===== src/bpc_pkg.sv =====
// Package with register map, field layout, playfield dimensions and carrier types of the playfield colour block.
package bpc_pkg;

    // -----------------------------------------------------------------
    // Register map
    // -----------------------------------------------------------------
    localparam logic [11:0] BPC_OFF_PLANE_CTRL = 12'h000;
    localparam logic [11:0] BPC_OFF_MODE_CTRL = 12'h004;
    localparam logic [11:0] BPC_OFF_STATUS = 12'h008;
    localparam logic [11:0] BPC_OFF_PALETTE = 12'h080;
    localparam logic [11:0] BPC_PALETTE_SPAN = 12'h080;

    // -----------------------------------------------------------------
    // Field layout and reset values
    // -----------------------------------------------------------------
    localparam int BPC_CW_FINE_HORIZ = 15;
    localparam int BPC_CW_COUNT_MSB = 14;
    localparam int BPC_CW_COUNT_LSB = 12;
    localparam int BPC_CW_INTERLEAVED = 2;
    localparam int BPC_MODE_OVERLAY = 0;
    localparam int BPC_MODE_DUAL = 1;
    localparam int BPC_MODE_HOLD = 2;
    localparam logic [15:0] BPC_PLANE_CTRL_RESET = 16'h0000;
    localparam logic [2:0] BPC_MODE_RESET = 3'h0;
    localparam logic [2:0] BPC_COUNT_UNUSED = 3'h7;
    localparam logic [2:0] BPC_COUNT_FINE_HORIZONTAL_SELECT_MAX = 3'h4;

    // -----------------------------------------------------------------
    // Playfield dimensions
    // -----------------------------------------------------------------
    localparam logic [9:0] BPC_WIDTH_LORES = 10'd320;
    localparam logic [9:0] BPC_WIDTH_FINE_HORIZONTAL_SELECT = 10'd640;
    localparam logic [9:0] BPC_HEIGHT_60HZ = 10'd200;
    localparam logic [9:0] BPC_HEIGHT_50HZ = 10'd256;

    // -----------------------------------------------------------------
    // Carrier types
    // -----------------------------------------------------------------
    typedef struct packed {
        logic valid;
        logic inWindow;
        logic objPresent;
        logic [4:0] objIndex;
        logic [5:0] planeBits;
    } bpc_pixel_t;

    typedef struct packed {
        logic [3:0] red;
        logic [3:0] green;
        logic [3:0] blue;
    } bpc_rgb_t;

endpackage


===== src/bpc_palette_mem.sv =====
// Colour table storage with one write port and one registered read port.
module bpc_palette_mem #(
    parameter int DEPTH = 32,
    parameter int WIDTH = 12,
    parameter int AW = 5
) (
    input wire logic clk_sys,
    input wire logic wrEn,
    input wire logic [AW-1:0] wrAddr,
    input wire logic [WIDTH-1:0] wrData,
    input wire logic [AW-1:0] rdAddr,
    output logic [WIDTH-1:0] rdData_r
);

    logic [WIDTH-1:0] mem [DEPTH];

    // Old contents are read when a write hits the same entry, so a pixel in flight is not disturbed.
    always_ff @(posedge clk_sys) begin
        if (wrEn) begin
            mem[wrAddr] <= wrData;
        end
        rdData_r <= mem[rdAddr];
    end

endmodule


===== src/bpc_top.sv =====
// Playfield colour logic: plane control word, colour table and pixel colour lookup on AHB-Lite.
//
// Functional notes
// - Colour table holds 32 writable entries of 12 bits each.
// - Entry word: red bits 11-8, green 7-4, blue 3-0; bits 15-12 ignored.
// - Colour entries are write-only; reads return zero, software keeps shadow copies.
// - Entry zero shows where no pixel is present and outside the window.
// - With overlay enabled, external video replaces every background pixel.
// - Plane count field sits in control word bits 14 down to 12.
// - Counts 1 to 5 enable planes 1 to n consecutively.
// - Count zero fetches no planes and shows only the background and object pixels.
// - Count six enables six planes; sixth only used in dual or hold modes.
// - Control word is only written whole; no per-bit set or clear.
// - Writing 2200 hex selects two low-resolution planes with all options off.
// - Full playfield width is 320 in low and 640 in high resolution.
// - Height 200/400 interlaced at 60 Hz, 256/512 interlaced at 50 Hz.
// - Highest-numbered active plane gives the most significant index bit.
// - Control word bit 15 selects high horizontal resolution.
// - Control word bit 2 selects interlaced scanning.
// - High resolution allows at most four planes.
module bpc_top (
    input wire logic clk_sys,
    input wire logic rst_b,
    input wire logic hsel,
    input wire logic [11:0] haddr,
    input wire logic [1:0] htrans,
    input wire logic hwrite,
    input wire logic [2:0] hsize,
    input wire logic [31:0] hwdata,
    input wire logic hready,
    output logic [31:0] hrdata_r,
    output logic hreadyout_r,
    output logic hresp_r,
    input wire logic palStandard,
    input wire bpc_pkg::bpc_pixel_t pixelIn,
    input wire bpc_pkg::bpc_rgb_t extVideo,
    output bpc_pkg::bpc_rgb_t pixelRgb_r,
    output logic pixelValid_r,
    output logic pixelIsExternal_r,
    output logic sixthPlaneBit_r,
    output logic [5:0] planeFetchEn_r,
    output logic [15:0] planeControl_r,
    output logic [9:0] playfieldWidth_r,
    output logic [9:0] playfieldHeight_r
);

    // -----------------------------------------------------------------
    // Bus slave: address phase capture and decode
    // -----------------------------------------------------------------
    logic wrPend_r;
    logic [11:0] wrAddr_r;
    logic [2:0] modeCtrl_r;
    logic [2:0] modeCtrl_nxt;
    logic [15:0] planeControl_nxt;
    logic [31:0] hrdata_nxt;

    wire addrPhase = hsel & htrans[1] & hready;
    wire rdStart = addrPhase & ~hwrite;
    wire wrStart = addrPhase & hwrite;
    wire hitPlaneWr = wrPend_r & (wrAddr_r == bpc_pkg::BPC_OFF_PLANE_CTRL);
    wire hitModeWr = wrPend_r & (wrAddr_r == bpc_pkg::BPC_OFF_MODE_CTRL);
    wire hitPaletteWr = wrPend_r & (wrAddr_r[11:7] == bpc_pkg::BPC_OFF_PALETTE[11:7]);
    wire rdStatus = haddr == bpc_pkg::BPC_OFF_STATUS;
    wire rdMode = haddr == bpc_pkg::BPC_OFF_MODE_CTRL;

    // The whole word replaces the control register; there is no bit-level update path.
    assign planeControl_nxt = hitPlaneWr ? hwdata[15:0] : planeControl_r;
    assign modeCtrl_nxt = hitModeWr ? hwdata[2:0] : modeCtrl_r;

    // Latch the write address so the data phase can commit it.
    always_ff @(posedge clk_sys or negedge rst_b) begin
        if (!rst_b) begin
            wrPend_r <= 1'b0;
            wrAddr_r <= 12'h000;
        end else begin
            wrPend_r <= wrStart;
            wrAddr_r <= wrStart ? haddr : wrAddr_r;
        end
    end

    // -----------------------------------------------------------------
    // Control registers
    // -----------------------------------------------------------------
    always_ff @(posedge clk_sys or negedge rst_b) begin
        if (!rst_b) begin
            planeControl_r <= bpc_pkg::BPC_PLANE_CTRL_RESET;
            modeCtrl_r <= bpc_pkg::BPC_MODE_RESET;
        end else begin
            planeControl_r <= planeControl_nxt;
            modeCtrl_r <= modeCtrl_nxt;
        end
    end

    // -----------------------------------------------------------------
    // Decoded display mode
    // -----------------------------------------------------------------
    wire [2:0] countField = planeControl_r[bpc_pkg::BPC_CW_COUNT_MSB:bpc_pkg::BPC_CW_COUNT_LSB];
    wire fineHorizontalSelect = planeControl_r[bpc_pkg::BPC_CW_FINE_HORIZ];
    wire interleavedFieldSelect = planeControl_r[bpc_pkg::BPC_CW_INTERLEAVED];
    wire overlayEn = modeCtrl_r[bpc_pkg::BPC_MODE_OVERLAY];
    wire sixthAllowed = modeCtrl_r[bpc_pkg::BPC_MODE_DUAL] | modeCtrl_r[bpc_pkg::BPC_MODE_HOLD];
    wire countUnused = countField == bpc_pkg::BPC_COUNT_UNUSED;
    wire hiresCap = fineHorizontalSelect & (countField > bpc_pkg::BPC_COUNT_FINE_HORIZONTAL_SELECT_MAX);
    wire [2:0] planeCount;
    wire [6:0] maskWide;
    wire [5:0] planeMask;

    // The unused code fetches nothing; high resolution caps the count at four.
    assign planeCount = countUnused ? 3'h0 : (hiresCap ? bpc_pkg::BPC_COUNT_FINE_HORIZONTAL_SELECT_MAX : countField);
    // Planes 1..n are enabled consecutively; a count of zero enables none.
    assign maskWide = (7'h01 << planeCount) - 7'h01;
    assign planeMask = maskWide[5:0];

    // Playfield dimensions follow the resolution, scan mode and video standard.
    wire [9:0] baseWidth = fineHorizontalSelect ? bpc_pkg::BPC_WIDTH_FINE_HORIZONTAL_SELECT : bpc_pkg::BPC_WIDTH_LORES;
    wire [9:0] baseHeight = palStandard ? bpc_pkg::BPC_HEIGHT_50HZ : bpc_pkg::BPC_HEIGHT_60HZ;
    wire [9:0] fullHeight = interleavedFieldSelect ? {baseHeight[8:0], 1'b0} : baseHeight;

    // Mode outputs are registered copies of the decoded control state.
    always_ff @(posedge clk_sys or negedge rst_b) begin
        if (!rst_b) begin
            planeFetchEn_r <= 6'h00;
            playfieldWidth_r <= bpc_pkg::BPC_WIDTH_LORES;
            playfieldHeight_r <= bpc_pkg::BPC_HEIGHT_60HZ;
        end else begin
            planeFetchEn_r <= planeMask;
            playfieldWidth_r <= baseWidth;
            playfieldHeight_r <= fullHeight;
        end
    end

    // -----------------------------------------------------------------
    // Bus slave: read data and response
    // -----------------------------------------------------------------
    wire [31:0] statusWord = {26'h0000000, interleavedFieldSelect, fineHorizontalSelect, 1'b0, planeCount};

    // Only mode and status read back; control word and colour entries read as zero.
    assign hrdata_nxt = rdStatus ? statusWord : (rdMode ? {29'h00000000, modeCtrl_r} : 32'h00000000);

    // Zero-wait slave: every transfer completes in one data phase with OKAY.
    always_ff @(posedge clk_sys or negedge rst_b) begin
        if (!rst_b) begin
            hrdata_r <= 32'h00000000;
            hreadyout_r <= 1'b1;
            hresp_r <= 1'b0;
        end else begin
            hrdata_r <= rdStart ? hrdata_nxt : 32'h00000000;
            hreadyout_r <= 1'b1;
            hresp_r <= 1'b0;
        end
    end

    // -----------------------------------------------------------------
    // Pixel index formation
    // -----------------------------------------------------------------
    wire [4:0] playfieldIndex;
    wire sixthBit;
    wire bgPixel;
    wire [4:0] lookupIndex;

    // Plane 1 is bit 0 and plane 5 bit 4; disabled planes are forced to zero.
    assign playfieldIndex = pixelIn.planeBits[4:0] & planeMask[4:0];
    // The sixth plane only counts in dual-playfield or hold-and-modify modes.
    assign sixthBit = pixelIn.planeBits[5] & planeMask[5] & sixthAllowed;
    // Background wherever nothing is drawn and everywhere in the border.
    assign bgPixel = ~pixelIn.inWindow | (~pixelIn.objPresent & (playfieldIndex == 5'h00) & ~sixthBit);
    assign lookupIndex = ~pixelIn.inWindow ? 5'h00 : (pixelIn.objPresent ? pixelIn.objIndex : playfieldIndex);

    // -----------------------------------------------------------------
    // Colour table
    // -----------------------------------------------------------------
    logic [11:0] entryColour;

    // Writes land at the end of the data phase; the upper four bits of the word are dropped.
    bpc_palette_mem #(
        .DEPTH(32),
        .WIDTH(12),
        .AW(5)
    ) u_palette (
        .clk_sys(clk_sys),
        .wrEn(hitPaletteWr),
        .wrAddr(wrAddr_r[6:2]),
        .wrData(hwdata[11:0]),
        .rdAddr(lookupIndex),
        .rdData_r(entryColour)
    );

    // -----------------------------------------------------------------
    // Pixel pipeline
    // -----------------------------------------------------------------
    logic s1Valid_r;
    logic s1Bg_r;
    logic s1Sixth_r;
    bpc_pkg::bpc_rgb_t s1Ext_r;
    bpc_pkg::bpc_rgb_t colourOut;
    wire useExternal = overlayEn & s1Bg_r;

    // Red, green and blue nibbles are split from the stored entry.
    assign colourOut = useExternal ? s1Ext_r : bpc_pkg::bpc_rgb_t'(entryColour);

    // Stage one travels alongside the colour table read.
    always_ff @(posedge clk_sys or negedge rst_b) begin
        if (!rst_b) begin
            s1Valid_r <= 1'b0;
            s1Bg_r <= 1'b0;
            s1Sixth_r <= 1'b0;
            s1Ext_r <= '0;
        end else begin
            s1Valid_r <= pixelIn.valid;
            s1Bg_r <= bgPixel;
            s1Sixth_r <= sixthBit;
            s1Ext_r <= extVideo;
        end
    end

    // Stage two drives the final colour and its tags.
    always_ff @(posedge clk_sys or negedge rst_b) begin
        if (!rst_b) begin
            pixelRgb_r <= '0;
            pixelValid_r <= 1'b0;
            pixelIsExternal_r <= 1'b0;
            sixthPlaneBit_r <= 1'b0;
        end else begin
            pixelRgb_r <= colourOut;
            pixelValid_r <= s1Valid_r;
            pixelIsExternal_r <= useExternal;
            sixthPlaneBit_r <= s1Sixth_r;
        end
    end

endmodule


===== config.mk =====
export PLATFORM = sky130hd
export DESIGN_NAME = bpc_top
export DESIGN_NICKNAME = d
export VERILOG_FILES = /design/src/bpc_pkg.sv /design/src/bpc_palette_mem.sv /design/src/bpc_top.sv
export SDC_FILE = /design/constraint.sdc
export NUM_CORES = 1
export LEC_CHECK = 0
export BUFFER_PORTS_ARGS = -buffer_cell sky130_fd_sc_hd__buf_4
export CAP_MARGIN = 20
export CORE_MARGIN = 1.5
export CORE_UTILIZATION = 24
export CTS_CLUSTER_DIAMETER = 80
export DETAILED_ROUTE_END_ITERATION = 6
export PLACE_DENSITY = 0.46
export SLEW_MARGIN = 0
export SYNTH_ARGS = -nofsm -noshare
export SYNTH_HDL_FRONTEND = slang
export SYNTH_SLANG_ARGS = --single-unit

===== constraint.sdc =====
create_clock -name clk_sys -period 3.3 [get_ports clk_sys]
set_input_delay 0.66 -clock clk_sys [delete_from_list [all_inputs] [get_ports clk_sys]]
set_output_delay 0.66 -clock clk_sys [all_outputs]
set_load 0.05 [all_outputs]

=== Word level (Yosys, flattened, before mapping) ===
Memory sizes are Yosys's and may differ from the RTL's. A register that Yosys moved wholly into a read port is not among the register bits.
Index checks and enable logic that the tools add are counted.

* Input bits: 81
* Logic and storage cells: 64
* Output and inout port bits: 91
* Memories: 1
* RAM bits: 384
* Bits in registers: 94

{| class="wikitable"
|+ Memory list
! name !! words !! width !! read ports !! clocked after memory_dff !! wr ports !! RTL line !! RTL
|-
| u_palette.mem || 32 || 12 || 1 || 1 || 1 || bpc_palette_mem.sv:15 || <nowiki>logic [WIDTH-1:0] mem [DEPTH];</nowiki>
|}

* Reduce and logical (&&, ||, !) cells: 2
* $lt $le $gt $ge: 1
* Muxes and demuxes: 13
* Bitwise gates (word level): 20
* $add $sub $neg: 1
* Shift-type cells: 1
* Eq/ne operators: 5

{| class="wikitable"
|+ Operator list
! cell !! count
|-
| 12-bit by 3-bit == test with 1-bit output (second input constant) || 2
|-
| 10-bit two-way mux || 2
|-
| 1-bit bitwise AND || 13
|-
| 12-bit by 4-bit == test with 1-bit output (second input constant) || 1
|-
| 12-bit zero test || 1
|-
| 12-bit two-way mux || 1
|-
| 6-bit two-way mux || 2
|-
| 5-bit two-way mux || 2
|-
| 3-bit two-way mux || 3
|-
| 9-bit two-way mux || 1
|-
| 1-bit by 3-bit left shift with 6-bit output (first input constant) || 1
|-
| 6-bit by 1-bit subtractor with 6-bit output (second input constant) || 1
|-
| 5-bit bitwise AND || 1
|-
| 5-bit by 1-bit == test with 1-bit output (second input constant) || 1
|-
| 5-bit zero test || 1
|-
| 1-bit NOT || 4
|-
| 3-bit == test (second input constant) || 1
|-
| 3-bit greater-than comparator (second input constant) || 1
|-
| 1-bit two-way mux || 2
|-
| 1-bit bitwise OR || 2
|}

=== Longest topological paths before layout ===
* Word-level depth: 11
* Depth in mapped cells: 14

=== Hierarchy ===
A second synthesis with hierarchy kept.

* Cell total of the unflattened synthesis: 1,121
* Area total of the unflattened synthesis: 18,830.6 um^2

{| class="wikitable"
|+ Modules (own cells, without submodules)
! module !! area an instance (um^2) !! seq. area each (um^2) !! cells an instance !! instances
|-
| bpc_palette_mem || 15,468.6 || 11,771.3 || 868 || 1
|-
| bpc_top || 3,362.0 || 2,005.7 || 253 || 1
|}

=== Worst setup path after synthesis ===
OpenSTA, ideal clock, no wires.

* Path type: reg-to-reg
* Start: register planeControl_r[13]
* End: register u_palette.rdData_r[10] (read register of u_palette.mem)
* Stages on the path, launching flop included: 14
* Clock period less this slack: 3.408 ns
* Arrival time: 3.287 ns
* Setup slack: -0.108 ns
* Path through: dfrtp_1 buf_6 or3_4 and2_1 ha_1 nor4bb_1 a31oi_1 a21oi_1 buf_4 buf_4 nand3_1 a31oi_1 o221ai_1 mux2_2

* Longest elaborated chain between the ends: 9
* Elaborated cells on any way between the ends: 10

{| class="wikitable"
|+ RTL lines
! item !! RTL line !! RTL
|-
| from (decl) || bpc_top.sv:42 || <nowiki>output logic [15:0] planeControl_r,</nowiki>
|-
| from (signal assigned) || bpc_top.sv:86 || <nowiki>planeControl_r <= bpc_pkg::BPC_PLANE_CTRL_RESET;</nowiki>
|-
| from (signal assigned) || bpc_top.sv:89 || <nowiki>planeControl_r <= planeControl_nxt;</nowiki>
|-
| 3-bit greater-than comparator || bpc_top.sv:103 || <nowiki>wire hiresCap = fineHorizontalSelect & (countField > bpc_pkg::BPC_COUNT_FINE_HORIZONTAL_SELECT_MAX);</nowiki>
|-
| 1-bit bitwise AND || bpc_top.sv:103 ||
|-
| 3-bit two-way mux || bpc_top.sv:109 || <nowiki>assign planeCount = countUnused ? 3'h0 : (hiresCap ? bpc_pkg::BPC_COUNT_FINE_HORIZONTAL_SELECT_MAX : countFiel ...</nowiki>
|-
| 3-bit two-way mux (*) || bpc_top.sv:109 ||
|-
| 1-bit by 3-bit left shift with 6-bit output (*) || bpc_top.sv:111 || <nowiki>assign maskWide = (7'h01 << planeCount) - 7'h01;</nowiki>
|-
| 6-bit by 1-bit subtractor with 6-bit output (*) || bpc_top.sv:111 ||
|-
| net maskWide[0] || bpc_top.sv:105 || <nowiki>wire [6:0] maskWide;</nowiki>
|-
| 5-bit bitwise AND (*) || bpc_top.sv:162 || <nowiki>assign playfieldIndex = pixelIn.planeBits[4:0] & planeMask[4:0];</nowiki>
|-
| 5-bit two-way mux (*) (2 in series) || bpc_top.sv:167 || <nowiki>assign lookupIndex = ~pixelIn.inWindow ? 5'h00 : (pixelIn.objPresent ? pixelIn.objIndex : playfieldIndex);</nowiki>
|-
| to (decl) || bpc_palette_mem.sv:12 || <nowiki>output logic [WIDTH-1:0] rdData_r</nowiki>
|}

The timed path passes the listed nets; every way through them passes the cells marked *.
A chain may end at the register's enable or synchronous reset.

=== Final worst setup path ===
* Start: register planeControl_r[13]
* End: register u_palette.rdData_r[5] (read register of u_palette.mem)

Same word-level chain as after synthesis.

==> flow_summary.json <==
{
  "status": "finished, final reports clean",
  "tritoncts": "done",
  "io_pins": 172,
  "first_pass_iters": 5,
  "grt-ovfl-total": 0,
  "rsz0062_at_grt": "yes",
  "dp_hpwl_um": 32400,
  "filler_cell_count": 7976,
  "ys_ff_latch": 476,
  "place.gp.congestion": 0.779,
  "clk_pin_slew_worst_paths_ns": 0.06,
  "syn_to_final_growth_pct": 24.9,
  "hold_viol": 0,
  "drive_above_1_share_pct": 25.3,
  "path_cells": "or3_4 -> and2_4 -> ha_4 -> nor4bb_2 -> buf_4 -> a31o_4 -> a211oi_4 -> buf_12 -> buf_16 -> a221oi_2 -> buf_4 -> a21oi_2 -> o221ai_1 -> buf_4 -> mux2_2",
  "numCtsBuffers": 52,
  "fin_worst_skew_ns": 0.0144,
  "avgSynthCellArea_um2": 13.4,
  "fin_cells": 2726,
  "core_area_um2": 79100,
  "synth-edff-count": 384,
  "yosysWarnings": 0,
  "cp.required_ns": 3.77,
  "totalWireLength_um": 53000,
  "dieArea_um2": 81700,
  "min_path_type": "in2async",
  "cts_hold_buf": 0,
  "met3_usage_pct": 1.83,
  "hold_ws_ns": 0.115,
  "vias_per_cell": 4.35,
  "grt_pass1_wl_um": 76700,
  "fin_total_pwr_w": 0.0142,
  "synth.distinct_cells": 47,
  "slew_headroom_pct": 50.7,
  "slew_violations": 0,
  "setup_viol": 0,
  "cpPeakStageDelay_ns": 0.39,
  "cp.arrival_ns": 3.70,
  "dp_cells": 2617,
  "die_h_um": 286,
  "drt_iter0_drc": 812,
  "die_x_um": 286,
  "top_usage_layer": "met2",
  "synth_ff_type": "edfxtp_1",
  "pwr_density_cell_nw_per_um2": 592,
  "io_buffers": 112,
  "period_share_pct": 97.9,
  "grt_max_degree": 56,
  "htree_levels": 2,
  "cts_num_sinks": 476,
  "syn-instance-count": 1433,
  "fin_crit_ns": 3.23,
  "reg2reg_slack_ns": 0.07,
  "drc_errors": 0,
  "row_count": 103,
  "syn-cell-area_um2": 19200,
  "grt.total_usage_pct": 12.6,
  "use_met1_pct": 17.2,
  "rr_startpoint": "planeControl_r[13]",
  "layout.nets": 1715,
  "fmax_mhz": 309,
  "path_max_fanout": 6,
  "wl_per_cell_um": 19.4,
  "r2r-end": "u_palette.rdData_r[5]",
  "vdd_ir_drop_max_v": 0.000358,
  "worstMarginPinSlew_ns": 0.738,
  "cp-start-kind": "flip-flop",
  "crit_type": "reg2reg",
  "drv_cap": 0,
  "cp_slowest_cell": "dfrtp_2",
  "grt_antenna_before_repair": 0,
  "reg2regPathDepth": 15,
  "clockBufferDepth": 3,
  "clock_latency_ns": 0.59,
  "clock-root-buffer": "clkbuf_16",
  "vias": 11800,
  "grt_use_met2_pct": 20.9,
  "postRouteAntennaNets": 0,
  "leakage_nw": 9.19,
  "first_global_vias": 11400,
  "crit_top_cell": "buf_4",
  "critPathCaptureType": "flip-flop",
  "async_flop_share_pct": 16.8,
  "ys_seq_area_share_pct": 71.8,
  "start_util_pct": 24.3
}
## cell families after synthesis
family          share of synthesized area [%]
compound gates                           5.18
xor+xnor                               0.0913
fa+ha+maj                               0.261
buf+inv                                  4.20
flops                                    71.8
mux                                      4.96
other cells                            0.0391
simple gates                             13.5
## synth_stat cells, types with 3 or more instances
library cell | n | share of area [%]
mux2i_1 | 49 | 2.6
buf_1 | 4 | 0.078
buf_2 | 18 | 0.47
nand2_1 | 391 | 7.6
nand3_1 | 153 | 4.0
inv_1 | 9 | 0.18
edfxtp_1 | 384 | 60
buf_6 | 8 | 0.47
nor2_1 | 42 | 0.82
dfrtp_1 | 77 | 10
a21oi_1 | 24 | 0.63
a221oi_2 | 24 | 1.9
nand3b_1 | 4 | 0.16
a31o_2 | 3 | 0.14
a31oi_1 | 25 | 0.81
buf_12 | 3 | 0.31
buf_4 | 50 | 2.0
clkbuf_1 | 38 | 0.74
ha_1 | 4 | 0.26
and2_1 | 4 | 0.13
dfxtp_1 | 12 | 1.3
o21ai_0 | 5 | 0.13
nor2b_1 | 3 | 0.098
o221ai_1 | 24 | 1.1
mux2_2 | 41 | 2.4
nor4_1 | 5 | 0.16
dfstp_2 | 3 | 0.41
## metal layers
layer | up-vias | routed length [um]
met1 | 5977 | 23700
met3 | 61 | 2360
met2 | 285 | 26000
met5 | - | 0
met4 | 0 | 974
li1 | 5522 | -
## worst max-delay path by stage
| stage | depth (start not counted) | slack [ns] | start | endpoint |
|---|---|---|---|---|
| finish | 15 | 0.07 | planeControl_r[13] | u_palette.rdData_r[5] |
| global placement | 15 | -0.18 | planeControl_r[13] | u_palette.rdData_r[1] |
| global route | 14 | -0.02 | planeControl_r[13] | u_palette.rdData_r[5] |
| floorplan | 13 | 0.01 | planeControl_r[13] | u_palette.rdData_r[10] |
| CTS | 15 | 0.001 | planeControl_r[13] | u_palette.rdData_r[5] |
| detailed placement | 15 | -0.20 | planeControl_r[13] | u_palette.rdData_r[1] |
## final cells by class
cell class                 instances  area [um^2]  share of cell area, %
inverter                           9         33.8                  0.141
sequential                       476        13800                   57.5
multi-input combinational        864         5090                   21.2
clock buffer                      76         1490                   6.23
clock inverter                    22          145                  0.606
tap                             1050         1310                   5.48
timing repair buffer             227         2100                   8.78
antenna                            2         5.00                 0.0209
## critical path, delay by kind of cell (launching register included)
kind / cells / cell delay (ns)
compound gates: 5 / 0.74
fa+ha+maj: 1 / 0.27
buf+inv: 5 / 0.83
flops: 1 / 0.39
mux: 1 / 0.26
simple gates: 3 / 0.60
## report_power, final
group / internal [W] / leakage (nW) / switching [W]
sequential: 0.00665 / 4.55 / 0.0000977
combinational: 0.000645 / 3.83 / 0.00126
clock: 0.00321 / 0.818 / 0.00233
total: 0.0105 / 9.19 / 0.00368
## cells in the final DEF (no fill, tap or decap), types with 3 or more instances in the layout
| cell type | synthesis | routed |
|---|---|---|
| a31oi_1 | 25 | 24 |
| nor4_1 | 5 | 5 |
| dfrtp_1 | 77 | 74 |
| inv_1 | 9 | 9 |
| a221oi_4 | 0 | 9 |
| a21oi_2 | 0 | 11 |
| a21oi_1 | 24 | 11 |
| nand3_2 | 0 | 10 |
| dfxtp_1 | 12 | 12 |
| dfstp_2 | 3 | 3 |
| nand3b_1 | 4 | 4 |
| mux2i_1 | 49 | 48 |
| and2_1 | 4 | 3 |
| o221ai_1 | 24 | 15 |
| conb_1 | 2 | 39 |
| nor2_1 | 42 | 41 |
| o21ai_0 | 5 | 5 |
| buf_12 | 3 | 24 |
| nor2b_1 | 3 | 3 |
| ha_1 | 4 | 3 |
| clkinv_2 | 0 | 15 |
| clkinv_1 | 0 | 4 |
| dfrtp_2 | 0 | 3 |
| clkbuf_16 | 0 | 57 |
| clkbuf_1 | 38 | 16 |
| mux2_2 | 41 | 41 |
| edfxtp_1 | 384 | 384 |
| o221ai_2 | 0 | 9 |
| buf_4 | 50 | 196 |
| nand2_1 | 391 | 391 |
| nand3_1 | 153 | 143 |
| a221oi_2 | 24 | 15 |
| clkbuf_8 | 0 | 6 |
## state kept, by name (all words and copies together) (netlist names), 3 cells and up
signal,cells
playfieldHeight_r,5
u_palette.rdData_r,12
u_palette.mem,384
modeCtrl_r,3
planeFetchEn_r,6
s1Ext_r,12
hrdata_r,5
pixelRgb_r,12
planeControl_r,16
wrAddr_r,12
## metrics by stage
step / cell area, um^2 / setup TNS (ns) / util [%] / setup slack [ns]
after global routing: 24000 / -0.0871 / 30.3 / -0.0192
after global placement: 21800 / -1.10 / 27.6 / -0.178
after detailed placement: 21800 / -1.41 / 27.6 / -0.195
after floorplan: 19300 / 0 / - / 0.0149
final: 24000 / 0 / 30.3 / 0.0678
after CTS: 23700 / 0 / 29.9 / 0.00106
## what timing repair did
item	in CTS	in global routing
pin swaps	3	15
endpoints found under the setup margin	12	12
hold endpoints to repair	0	0
setup buffers	4	6
gates cloned	2	3
gates resized for setup	16	35
Power figures use the tool's default switching activity.
